==> config.mk <==
export PLATFORM = sky130hd
export DESIGN_NAME = adc_single_ctrl
export DESIGN_NICKNAME = d
export VERILOG_FILES = /design/src/logic/adc_single_pkg.sv /design/src/logic/adc_single_ctrl.sv
export SDC_FILE = /design/constraint.sdc
export NUM_CORES = 1
export LEC_CHECK = 0
export ABC_AREA = 1
export BUFFER_PORTS_ARGS = -buffer_cell sky130_fd_sc_hd__buf_2
export CAP_MARGIN = 25
export CORE_ASPECT_RATIO = 0.8
export CORE_MARGIN = 1
export CORE_UTILIZATION = 51
export CTS_BUF_LIST = sky130_fd_sc_hd__clkbuf_4
export DETAILED_ROUTE_END_ITERATION = 8
export HOLD_SLACK_MARGIN = 0.02
export PLACE_DENSITY_LB_ADDON = 0.05
export REMOVE_ABC_BUFFERS = 1
export SYNTH_ARGS = -nofsm -noshare
export SYNTH_HDL_FRONTEND = slang
export SYNTH_SLANG_ARGS = --single-unit
==> constraint.sdc <==
create_clock -name clk_sys_i -period 2.1 [get_ports clk_sys_i]
set_clock_uncertainty 0.15 [all_clocks]
set_input_delay 0.42 -clock clk_sys_i [delete_from_list [all_inputs] [get_ports clk_sys_i]]
set_output_delay 0.42 -clock clk_sys_i [all_outputs]
set_load 0.005 [all_outputs]
==> src/logic/adc_single_pkg.sv <==
package adc_single_pkg;

   // ****************************************************************
   // Register indices and bus addresses
   // ****************************************************************
   localparam logic [31:0] IDX_SIM0 = 32'h0080_0080;
   localparam logic [31:0] IDX_SIM1 = 32'h0080_0081;
   localparam logic [31:0] IDX_SCM0 = 32'h0080_0084;
   localparam logic [31:0] IDX_CVSC = 32'h0080_0087;
   localparam logic [31:0] IDX_SAR = 32'h0080_0088;
   localparam logic [31:0] IDX_CMP = 32'h0080_008C;
   localparam logic [31:0] IDX_DATA0 = 32'h0080_0090;
   localparam logic [31:0] BA_SIM0 = IDX_SIM0 << 2;
   localparam logic [31:0] BA_SIM1 = IDX_SIM1 << 2;
   localparam logic [31:0] BA_SCM0 = IDX_SCM0 << 2;
   localparam logic [31:0] BA_CVSC = IDX_CVSC << 2;
   localparam logic [31:0] BA_SAR = IDX_SAR << 2;
   localparam logic [31:0] BA_CMP = IDX_CMP << 2;
   localparam logic [31:0] BA_DATA0 = IDX_DATA0 << 2;
   // Data registers sit every second index, so eight bytes apart.
   localparam int DATA_STRIDE_SH = 3;

   // ****************************************************************
   // Field positions (b0 of the byte is its most significant bit)
   // ****************************************************************
   localparam int POS_TRG_HI = 7;
   localparam int POS_TRG_LO = 5;
   localparam int POS_SSEL = 4;
   localparam int POS_REQ = 3;
   localparam int POS_DONE = 2;
   localparam int POS_STOP = 1;
   localparam int POS_START = 0;
   localparam int POS_OPMODE = 7;
   localparam int POS_SPD = 6;
   localparam int POS_SH_EN = 5;
   localparam int POS_SH_SPD = 4;
   localparam int POS_GSPD = 0;
   localparam logic [7:0] SIM0_WMASK = 8'hB8;
   localparam logic [7:0] SCM0_WMASK = 8'hF8;

   // ****************************************************************
   // Types
   // ****************************************************************
   typedef enum logic [1:0] {ST_IDLE, ST_SINGLE, ST_FORCED} mode_st_t;
   typedef enum logic [1:0] {TRG_IN2, TRG_IN3, TRG_OUT3, TRG_TMR} trg_t;

   typedef struct packed {
      logic [31:0] address;
      logic read;
      logic write;
      logic [31:0] writedata;
      logic [3:0] byteenable;
   } av_req_t;

   typedef struct packed {
      logic in_bus2;
      logic in_bus3;
      logic out_bus3;
      logic timer_edge;
   } trig_evt_t;

   typedef struct packed {
      logic global_speed_ctrl_bit;
      logic double_speed;
      logic sample_hold_en;
      logic sample_hold_fast;
   } speed_t;

   typedef struct packed {
      logic start;
      logic abort;
      logic cmp_mode;
      logic [3:0] channel;
      speed_t speed;
   } conv_cmd_t;

endpackage

==> src/logic/adc_single_ctrl.sv <==
`timescale 1ns/10ps
// Notes on behaviour
// - Bits b0,b2 pick trigger: in bus 2, in bus 3, out bus 3, timer edge.
// - Trigger choice is ignored while software start is selected.
// - In comparator mode hardware triggers are ignored; software start only.
// - Bit b3 chooses software start bit or hardware trigger as source.
// - Completion raises interrupt request (b4=0) or DMA request (b4=1).
// - Done flag b5 reads 1 after reset, 0 while running, 1 when done.
// - A stop of a running operation also sets the done flag.
// - Stop b6 halts single mode at once; ignored when idle or scan-only.
// - After stop the SAR keeps its partial value; no result is stored.
// - Start and stop written together: stop acts, start is ignored.
// - Stop during a forced single ends it and lets scan resume.
// - Start b7 launches conversion with software start selected or in comparator mode.
// - Start while running abandons and restarts the single conversion.
// - Start during scan cancels scan channel; scan resumes from it after.
// - Stop and start act on 1 only and always read back 0.
// - Bit b8 chooses conversion (0) or comparator mode (1).
// - Bit b9 selects normal or double conversion speed.
// - Bit b10 enables sample-and-hold; no effect in comparator mode.
// - Bit b11 selects fast sample-and-hold; ignored when it is off.
// - Bits b12-b15 pick channel 0 to 15 and read back as written.
// - Effective speed comes from speed, hold bits and global speed bit.
// - Results go to the channel data register, compares to their own.
module adc_single_ctrl #(
   parameter int NUM_CH = 16,
   parameter int RES_W = 10
) (
   input wire logic clk_sys_i,
   input wire logic resetn_i,
   input wire adc_single_pkg::av_req_t bus_i,
   output logic [31:0] readdata_o,
   output logic waitrequest_o,
   input wire adc_single_pkg::trig_evt_t trig_i,
   input wire logic scan_active_i,
   input wire logic conv_done_i,
   input wire logic [RES_W-1:0] conv_result_i,
   input wire logic [RES_W-1:0] conv_sar_i,
   output adc_single_pkg::conv_cmd_t conv_o,
   output logic scan_hold_o,
   output logic irq_req_o,
   output logic dma_req_o
);

   // ****************************************************************
   // State
   // ****************************************************************
   typedef struct packed {
      adc_single_pkg::mode_st_t st;
      logic [7:0] sim0;
      logic [7:0] sim1;
      logic [7:0] scm0;
      logic gspd;
      logic [RES_W-1:0] sar;
      logic [RES_W-1:0] cmp_result;
      logic [NUM_CH-1:0][RES_W-1:0] result;
      logic ack;
      logic [31:0] rdata;
      adc_single_pkg::conv_cmd_t conv;
      logic irq;
      logic dma;
   } state_t;

   state_t s;
   state_t next_s;

   logic req;
   logic wr;
   logic lane0;
   logic [31:0] data_off;
   logic data_hit;
   logic [3:0] data_idx;
   logic [7:0] sim0_rd;
   logic [7:0] sim0_now;
   logic cmp_now;
   logic sw_start;
   logic sw_stop;
   logic sar_start;
   logic hw_evt;
   logic start_req;
   logic busy;
   logic stop_eff;

   assign req = bus_i.read | bus_i.write;
   // The answer comes one cycle after the request is seen.
   assign waitrequest_o = req & ~s.ack;
   assign wr = s.ack & bus_i.write;
   assign lane0 = bus_i.byteenable[0];
   assign data_off = bus_i.address - adc_single_pkg::BA_DATA0;
   assign data_hit = (bus_i.address >= adc_single_pkg::BA_DATA0) &&
      (data_off[adc_single_pkg::DATA_STRIDE_SH-1:0] == '0) &&
      (data_off[31:adc_single_pkg::DATA_STRIDE_SH] < NUM_CH);
   assign data_idx = data_off[adc_single_pkg::DATA_STRIDE_SH +: 4];
   assign busy = (s.st != adc_single_pkg::ST_IDLE);

   always_comb begin
      sim0_rd = s.sim0 & adc_single_pkg::SIM0_WMASK;
      sim0_rd[adc_single_pkg::POS_DONE] = ~busy;
   end

   // ****************************************************************
   // Start source selection
   // ****************************************************************
   // A write that sets the source and the start bit together uses the
   // newly written source, so one write can arm and fire.
   assign sim0_now = (wr && lane0 &&
      bus_i.address == adc_single_pkg::BA_SIM0) ?
      bus_i.writedata[7:0] : s.sim0;
   assign cmp_now = s.sim1[adc_single_pkg::POS_OPMODE];

   assign sw_start = wr && lane0 &&
      bus_i.address == adc_single_pkg::BA_SIM0 &&
      bus_i.writedata[adc_single_pkg::POS_START];
   assign sw_stop = wr && lane0 &&
      bus_i.address == adc_single_pkg::BA_SIM0 &&
      bus_i.writedata[adc_single_pkg::POS_STOP];
   assign sar_start = wr && lane0 &&
      bus_i.address == adc_single_pkg::BA_SAR && cmp_now && scan_active_i;

   always_comb begin
      case (adc_single_pkg::trg_t'({s.sim0[adc_single_pkg::POS_TRG_HI],
            s.sim0[adc_single_pkg::POS_TRG_LO]}))
         adc_single_pkg::TRG_IN2: hw_evt = trig_i.in_bus2;
         adc_single_pkg::TRG_IN3: hw_evt = trig_i.in_bus3;
         adc_single_pkg::TRG_OUT3: hw_evt = trig_i.out_bus3;
         adc_single_pkg::TRG_TMR: hw_evt = trig_i.timer_edge;
         default: hw_evt = 1'b0;
      endcase
   end

   assign start_req =
      (sw_start && (!sim0_now[adc_single_pkg::POS_SSEL] || cmp_now)) ||
      (s.sim0[adc_single_pkg::POS_SSEL] && !cmp_now && hw_evt) ||
      sar_start;
   assign stop_eff = sw_stop && busy;

   // ****************************************************************
   // Next state
   // ****************************************************************
   always_comb begin
      next_s = s;
      next_s.ack = req & ~s.ack;
      next_s.conv.start = 1'b0;
      next_s.conv.abort = 1'b0;
      next_s.irq = 1'b0;
      next_s.dma = 1'b0;

      if (req && !s.ack) begin
         next_s.rdata = '0;
         if (bus_i.address == adc_single_pkg::BA_SIM0) begin
            next_s.rdata[7:0] = sim0_rd;
         end else if (bus_i.address == adc_single_pkg::BA_SIM1) begin
            next_s.rdata[7:0] = s.sim1;
         end else if (bus_i.address == adc_single_pkg::BA_SCM0) begin
            next_s.rdata[7:0] = s.scm0 & adc_single_pkg::SCM0_WMASK;
            next_s.rdata[adc_single_pkg::POS_DONE] = ~scan_active_i;
         end else if (bus_i.address == adc_single_pkg::BA_CVSC) begin
            next_s.rdata[adc_single_pkg::POS_GSPD] = s.gspd;
         end else if (bus_i.address == adc_single_pkg::BA_SAR) begin
            next_s.rdata[RES_W-1:0] = s.sar;
         end else if (bus_i.address == adc_single_pkg::BA_CMP) begin
            next_s.rdata[RES_W-1:0] = s.cmp_result;
         end else if (data_hit) begin
            next_s.rdata[RES_W-1:0] = s.result[data_idx];
         end
      end

      if (wr && lane0) begin
         if (bus_i.address == adc_single_pkg::BA_SIM0) begin
            next_s.sim0 = bus_i.writedata[7:0] & adc_single_pkg::SIM0_WMASK;
         end else if (bus_i.address == adc_single_pkg::BA_SIM1) begin
            next_s.sim1 = bus_i.writedata[7:0];
         end else if (bus_i.address == adc_single_pkg::BA_SCM0) begin
            next_s.scm0 = bus_i.writedata[7:0] & adc_single_pkg::SCM0_WMASK;
         end else if (bus_i.address == adc_single_pkg::BA_CVSC) begin
            next_s.gspd = bus_i.writedata[adc_single_pkg::POS_GSPD];
         end else if (bus_i.address == adc_single_pkg::BA_SAR) begin
            next_s.sar = bus_i.writedata[RES_W-1:0];
         end
      end

      case (s.st)
         adc_single_pkg::ST_IDLE: begin
            if (start_req && !sw_stop) begin
               next_s.conv.start = 1'b1;
               next_s.st = scan_active_i ? adc_single_pkg::ST_FORCED :
                  adc_single_pkg::ST_SINGLE;
            end
         end
         adc_single_pkg::ST_SINGLE, adc_single_pkg::ST_FORCED: begin
            if (stop_eff) begin
               next_s.conv.abort = 1'b1;
               next_s.sar = conv_sar_i;
               next_s.st = adc_single_pkg::ST_IDLE;
            end else if (start_req) begin
               next_s.conv.abort = 1'b1;
               next_s.conv.start = 1'b1;
            end else if (conv_done_i) begin
               if (s.conv.cmp_mode) begin
                  next_s.cmp_result = conv_result_i;
               end else begin
                  next_s.result[s.conv.channel] = conv_result_i;
               end
               next_s.sar = conv_result_i;
               next_s.irq = ~s.sim0[adc_single_pkg::POS_REQ];
               next_s.dma = s.sim0[adc_single_pkg::POS_REQ];
               next_s.st = adc_single_pkg::ST_IDLE;
            end
         end
         default: next_s.st = adc_single_pkg::ST_IDLE;
      endcase

      // The converter command is latched at each start so that a later
      // register write cannot disturb a conversion in flight.
      if (next_s.conv.start) begin
         next_s.conv.cmp_mode = cmp_now;
         next_s.conv.channel = s.sim1[3:0];
         next_s.conv.speed.global_speed_ctrl_bit = s.gspd;
         next_s.conv.speed.double_speed = s.sim1[adc_single_pkg::POS_SPD];
         next_s.conv.speed.sample_hold_en =
            s.sim1[adc_single_pkg::POS_SH_EN] & ~cmp_now;
         next_s.conv.speed.sample_hold_fast =
            s.sim1[adc_single_pkg::POS_SH_SPD] &
            s.sim1[adc_single_pkg::POS_SH_EN] & ~cmp_now;
      end
   end

   always_ff @(posedge clk_sys_i or negedge resetn_i) begin
      if (!resetn_i) begin
         s <= '0;
      end else begin
         s <= next_s;
      end
   end

   assign readdata_o = s.rdata;
   assign conv_o = s.conv;
   assign scan_hold_o = (s.st == adc_single_pkg::ST_FORCED);
   assign irq_req_o = s.irq;
   assign dma_req_o = s.dma;
endmodule

==> run_results.csv <==
group,metric,value,unit
outcome,status,"finished with violations",
outcome,failed_checks,"negative setup slack",
synthesis,synth_top_area_share,45.31,%
worst_setup_path,crit_path_max_fanout,10,
routing,num_vias,13402,
synthesis,dominantRegCellSynth,"dfrtp_1",
routing,postRouteAntennaNets,0,
floorplan,die_width,176.1,um
clocking,clock_latency,0.75,ns
synthesis,synth-seq-cells,224,
synthesis,syn_area_per_cell,7.589,um^2
clocking,clk_pin_slew,0.07,ns
sta,hold_viol,0,
sta,fin_ws,-0.1364,ns
place,place_area,14480,um^2
place,port_buffers,97,
floorplan,start_util,52.45,%
sta,maxSlewHeadroom,39.36,%
global_route,grt_max_degree,59,
worst_setup_path,crit_path_end_kind,"flip-flop",
worst_setup_path,critPathLaunchType,"flip-flop",
power_and_ir_drop,ir_worst_vdd,0.5131,mV
floorplan,core-area,23590,um^2
sta,rsz0062_at_grt,"true",
clocking,ctsRootBufferMaster,"clkbuf_4",
routing,wl_per_cell,19.61,um
floorplan,pin_count,145,
global_route,antenna_found_initial,1,
global_route,grt_overflow_total,0,
flow_run,drv_cap,0,
power_and_ir_drop,power_density,531.7,nW/um^2
synthesis,synthCells,1630,
clocking,htreeDepth,2,
place,post-dp-hpwl,27380,um
global_route,grt_pass1_wl,64970,um
routing,drcViolationCount,0,
worst_setup_path,rrSetupSlack,-0.14,ns
clocking,numCtsBuffers,56,
clocking,cts_sinks,224,
routing,initialDrtViolationCount,1690,
floorplan,die_area,24890,um^2
synthesis,yosys-top-cells-count,"546 x nand2_1, 224 x dfrtp_1, 124 x o21ai_0",
routing,finalWirelength,46360,um
floorplan,chipHeight,141.3,um
worst_setup_path,path_class,"flip-flop to flip-flop",
place,place.gp.congestion,0.9490,
synthesis,yosysTopAreaCell,"dfrtp_1",
finish,drive_above_1_share,38.32,%
sta,fin_crit,2.236,ns
sta,slew_viol_final,0,
clocking,cts_tree,"built",
worst_setup_path,r2r_cells,13,
synthesis,synth_seq_area_share,45.31,%
worst_setup_path,arrival,2.75,ns
finish,nets,2110,
worst_hold_path,hp-class,"primary input to asynchronous set/reset pin",
synthesis,synth_edf_count,0,
global_route,grt_util_all_layers,33.89,%
synthesis,netlist_area,12370,um^2
global_route,grt_pass1_vias,12253,
synthesis,yosysMostFrequentCell,"nand2_1",
worst_setup_path,crit_required,2.61,ns
sta,fin_crit_sh,106.5,%
finish,final_core_utilization,75.12,%
sta,tightest_slew,0.9063,ns
finish,syn_to_final_growth,43.23,%
worst_setup_path,r2r_start,"s[248]$_DFFE_PN0P_",
routing,avgViaCountPerCell,5.669,
synthesis,netlist_top_cells_area,"dfrtp_1 45%, nand2_1 17%, o21ai_0 5.0%, o21ai_1 3.6%, nand3_1 3.6%",
synthesis,ys_warn_count,0,
sta,hold_ws,0.01697,ns
sta,setup_viol,158,
clocking,clk_path_buf_depth,3,
finish,design_area,17720,um^2
synthesis,ys_types,50,
power_and_ir_drop,leakage,0.008534,uW
synthesis,ys_async_sr_fraction,100.0,%
floorplan,rows,50,
routing,drtPass1Iterations,7,
sta,fmax,447.2,MHz
[worst max-delay path: stages (launching register included)]
cell and delay, ns:
dfrtp_1 0.43, a21oi_2 0.15, o21ai_0 0.10, nand4_1 0.11, nand2_1 0.07, inv_2 0.07, nand2_4 0.07, nor2_8 0.09
nand2_4 0.07, nor2_8 0.17, buf_12 0.18, buf_12 0.15, nand2_4 0.15, o21ai_2 0.20
[how the worst max path moves through the flow]
| stage | startpoint | endpoint | slack (ns) | cells past startpoint |
|---|---|---|---|---|
| 2_1_floorplan | bus_i[44] | flip-flop | -1.09 | 17 |
| 3_3_place_gp | bus_i[44] | readdata_o[6]$_DFFE_PN0P_ | -1.19 | 19 |
| 3_5_place_dp | bus_i[44] | readdata_o[6]$_DFFE_PN0P_ | -1.19 | 19 |
| 4_1_cts | s[248]$_DFFE_PN0P_ | flip-flop | -0.08 | 14 |
| 5_1_grt | s[248]$_DFFE_PN0P_ | flip-flop | -0.25 | 13 |
| 6_report | s[248]$_DFFE_PN0P_ | flip-flop | -0.14 | 13 |
[stage by stage]
stage / std cells / total power, uW / setup TNS [ns] / worst slack (ns)
floorplan: 1529 / 4915 / -188.68 / -1.089
global placement: 2164 / 5576 / -199.33 / -1.193
detailed placement: 2164 / 5589 / -208.83 / -1.189
CTS: 2324 / 9258 / -2.099 / -0.08280
global route: 2364 / 9738 / -29.23 / -0.2473
finish: 2364 / 9421 / -10.41 / -0.1364
[kinds of logic after synthesis]
logic type | Yosys count | share of synthesized area, %
compound gates | 325 | 14.78
xor+xnor | 3 | 0.2124
fa+ha+maj | 5 | 0.5057
buf+inv | 241 | 9.811
flops | 224 | 45.31
mux | 5 | 0.4450
other cells | 1 | 0.03031
simple gates | 826 | 28.91
[repair_timing]
item / in CTS / in global routing
setup endpoints to repair: 191 / 204
cloned: 10 / 22
hold endpoints to repair: 295 / 0
setup buffers: 16 / 18
pin swaps: 10 / 45
gates resized for setup: 108 / 326
hold buffers: 32 / 0
[cell type report]
cell class	count	area (um^2)
Antenna cell	1	2.502
Clock buffer	78	585.6
Inverter	119	459.2
Fill cell	1765	5867
Timing Repair Buffer	403	3495
Multi-Input combinational cell	1203	7078
Tap cell	312	390.4
Sequential cell	224	5605
Clock inverter	24	102.6
[cell usage in the layout, fill, tap and decap left out, drive strengths merged, types with 3 or more instances in the layout]
| cell type | count |
|---|---|
| a21oi | 56 |
| a221oi | 11 |
| a32oi | 6 |
| and3 | 7 |
| buf | 363 |
| clkbuf | 86 |
| clkinv | 24 |
| conb | 22 |
| dfrtp | 224 |
| dlygate4sd3 | 32 |
| ha | 5 |
| inv | 118 |
| mux2 | 4 |
| nand2 | 581 |
| nand3 | 91 |
| nand3b | 3 |
| nand4 | 26 |
| nor2 | 120 |
| nor3 | 8 |
| nor4 | 3 |
| o211ai | 5 |
| o21ai | 231 |
| o41ai | 6 |
| xor2 | 3 |
[report_power, final]
| part | leakage, uW | total (uW) | switching (uW) | internal, uW |
|---|---|---|---|---|
| registers | 0.00306 | 4450 | 66.5 | 4380 |
| clock network | 0.000402 | 3700 | 1970 | 1730 |
| logic | 0.00508 | 1270 | 739 | 530 |
| total | 0.00853 | 9420 | 2780 | 6640 |
[metal layers]
metal	part of all wire (%)	vias up	track usage (%)
met5	0	-	0
met4	2.8	0	11.58
met3	13	126	7.824
met2	43	877	50.91
met1	41	6281	48.18
li1	-	6118	-
No activity file was read; power rests on OpenSTA's default activity.
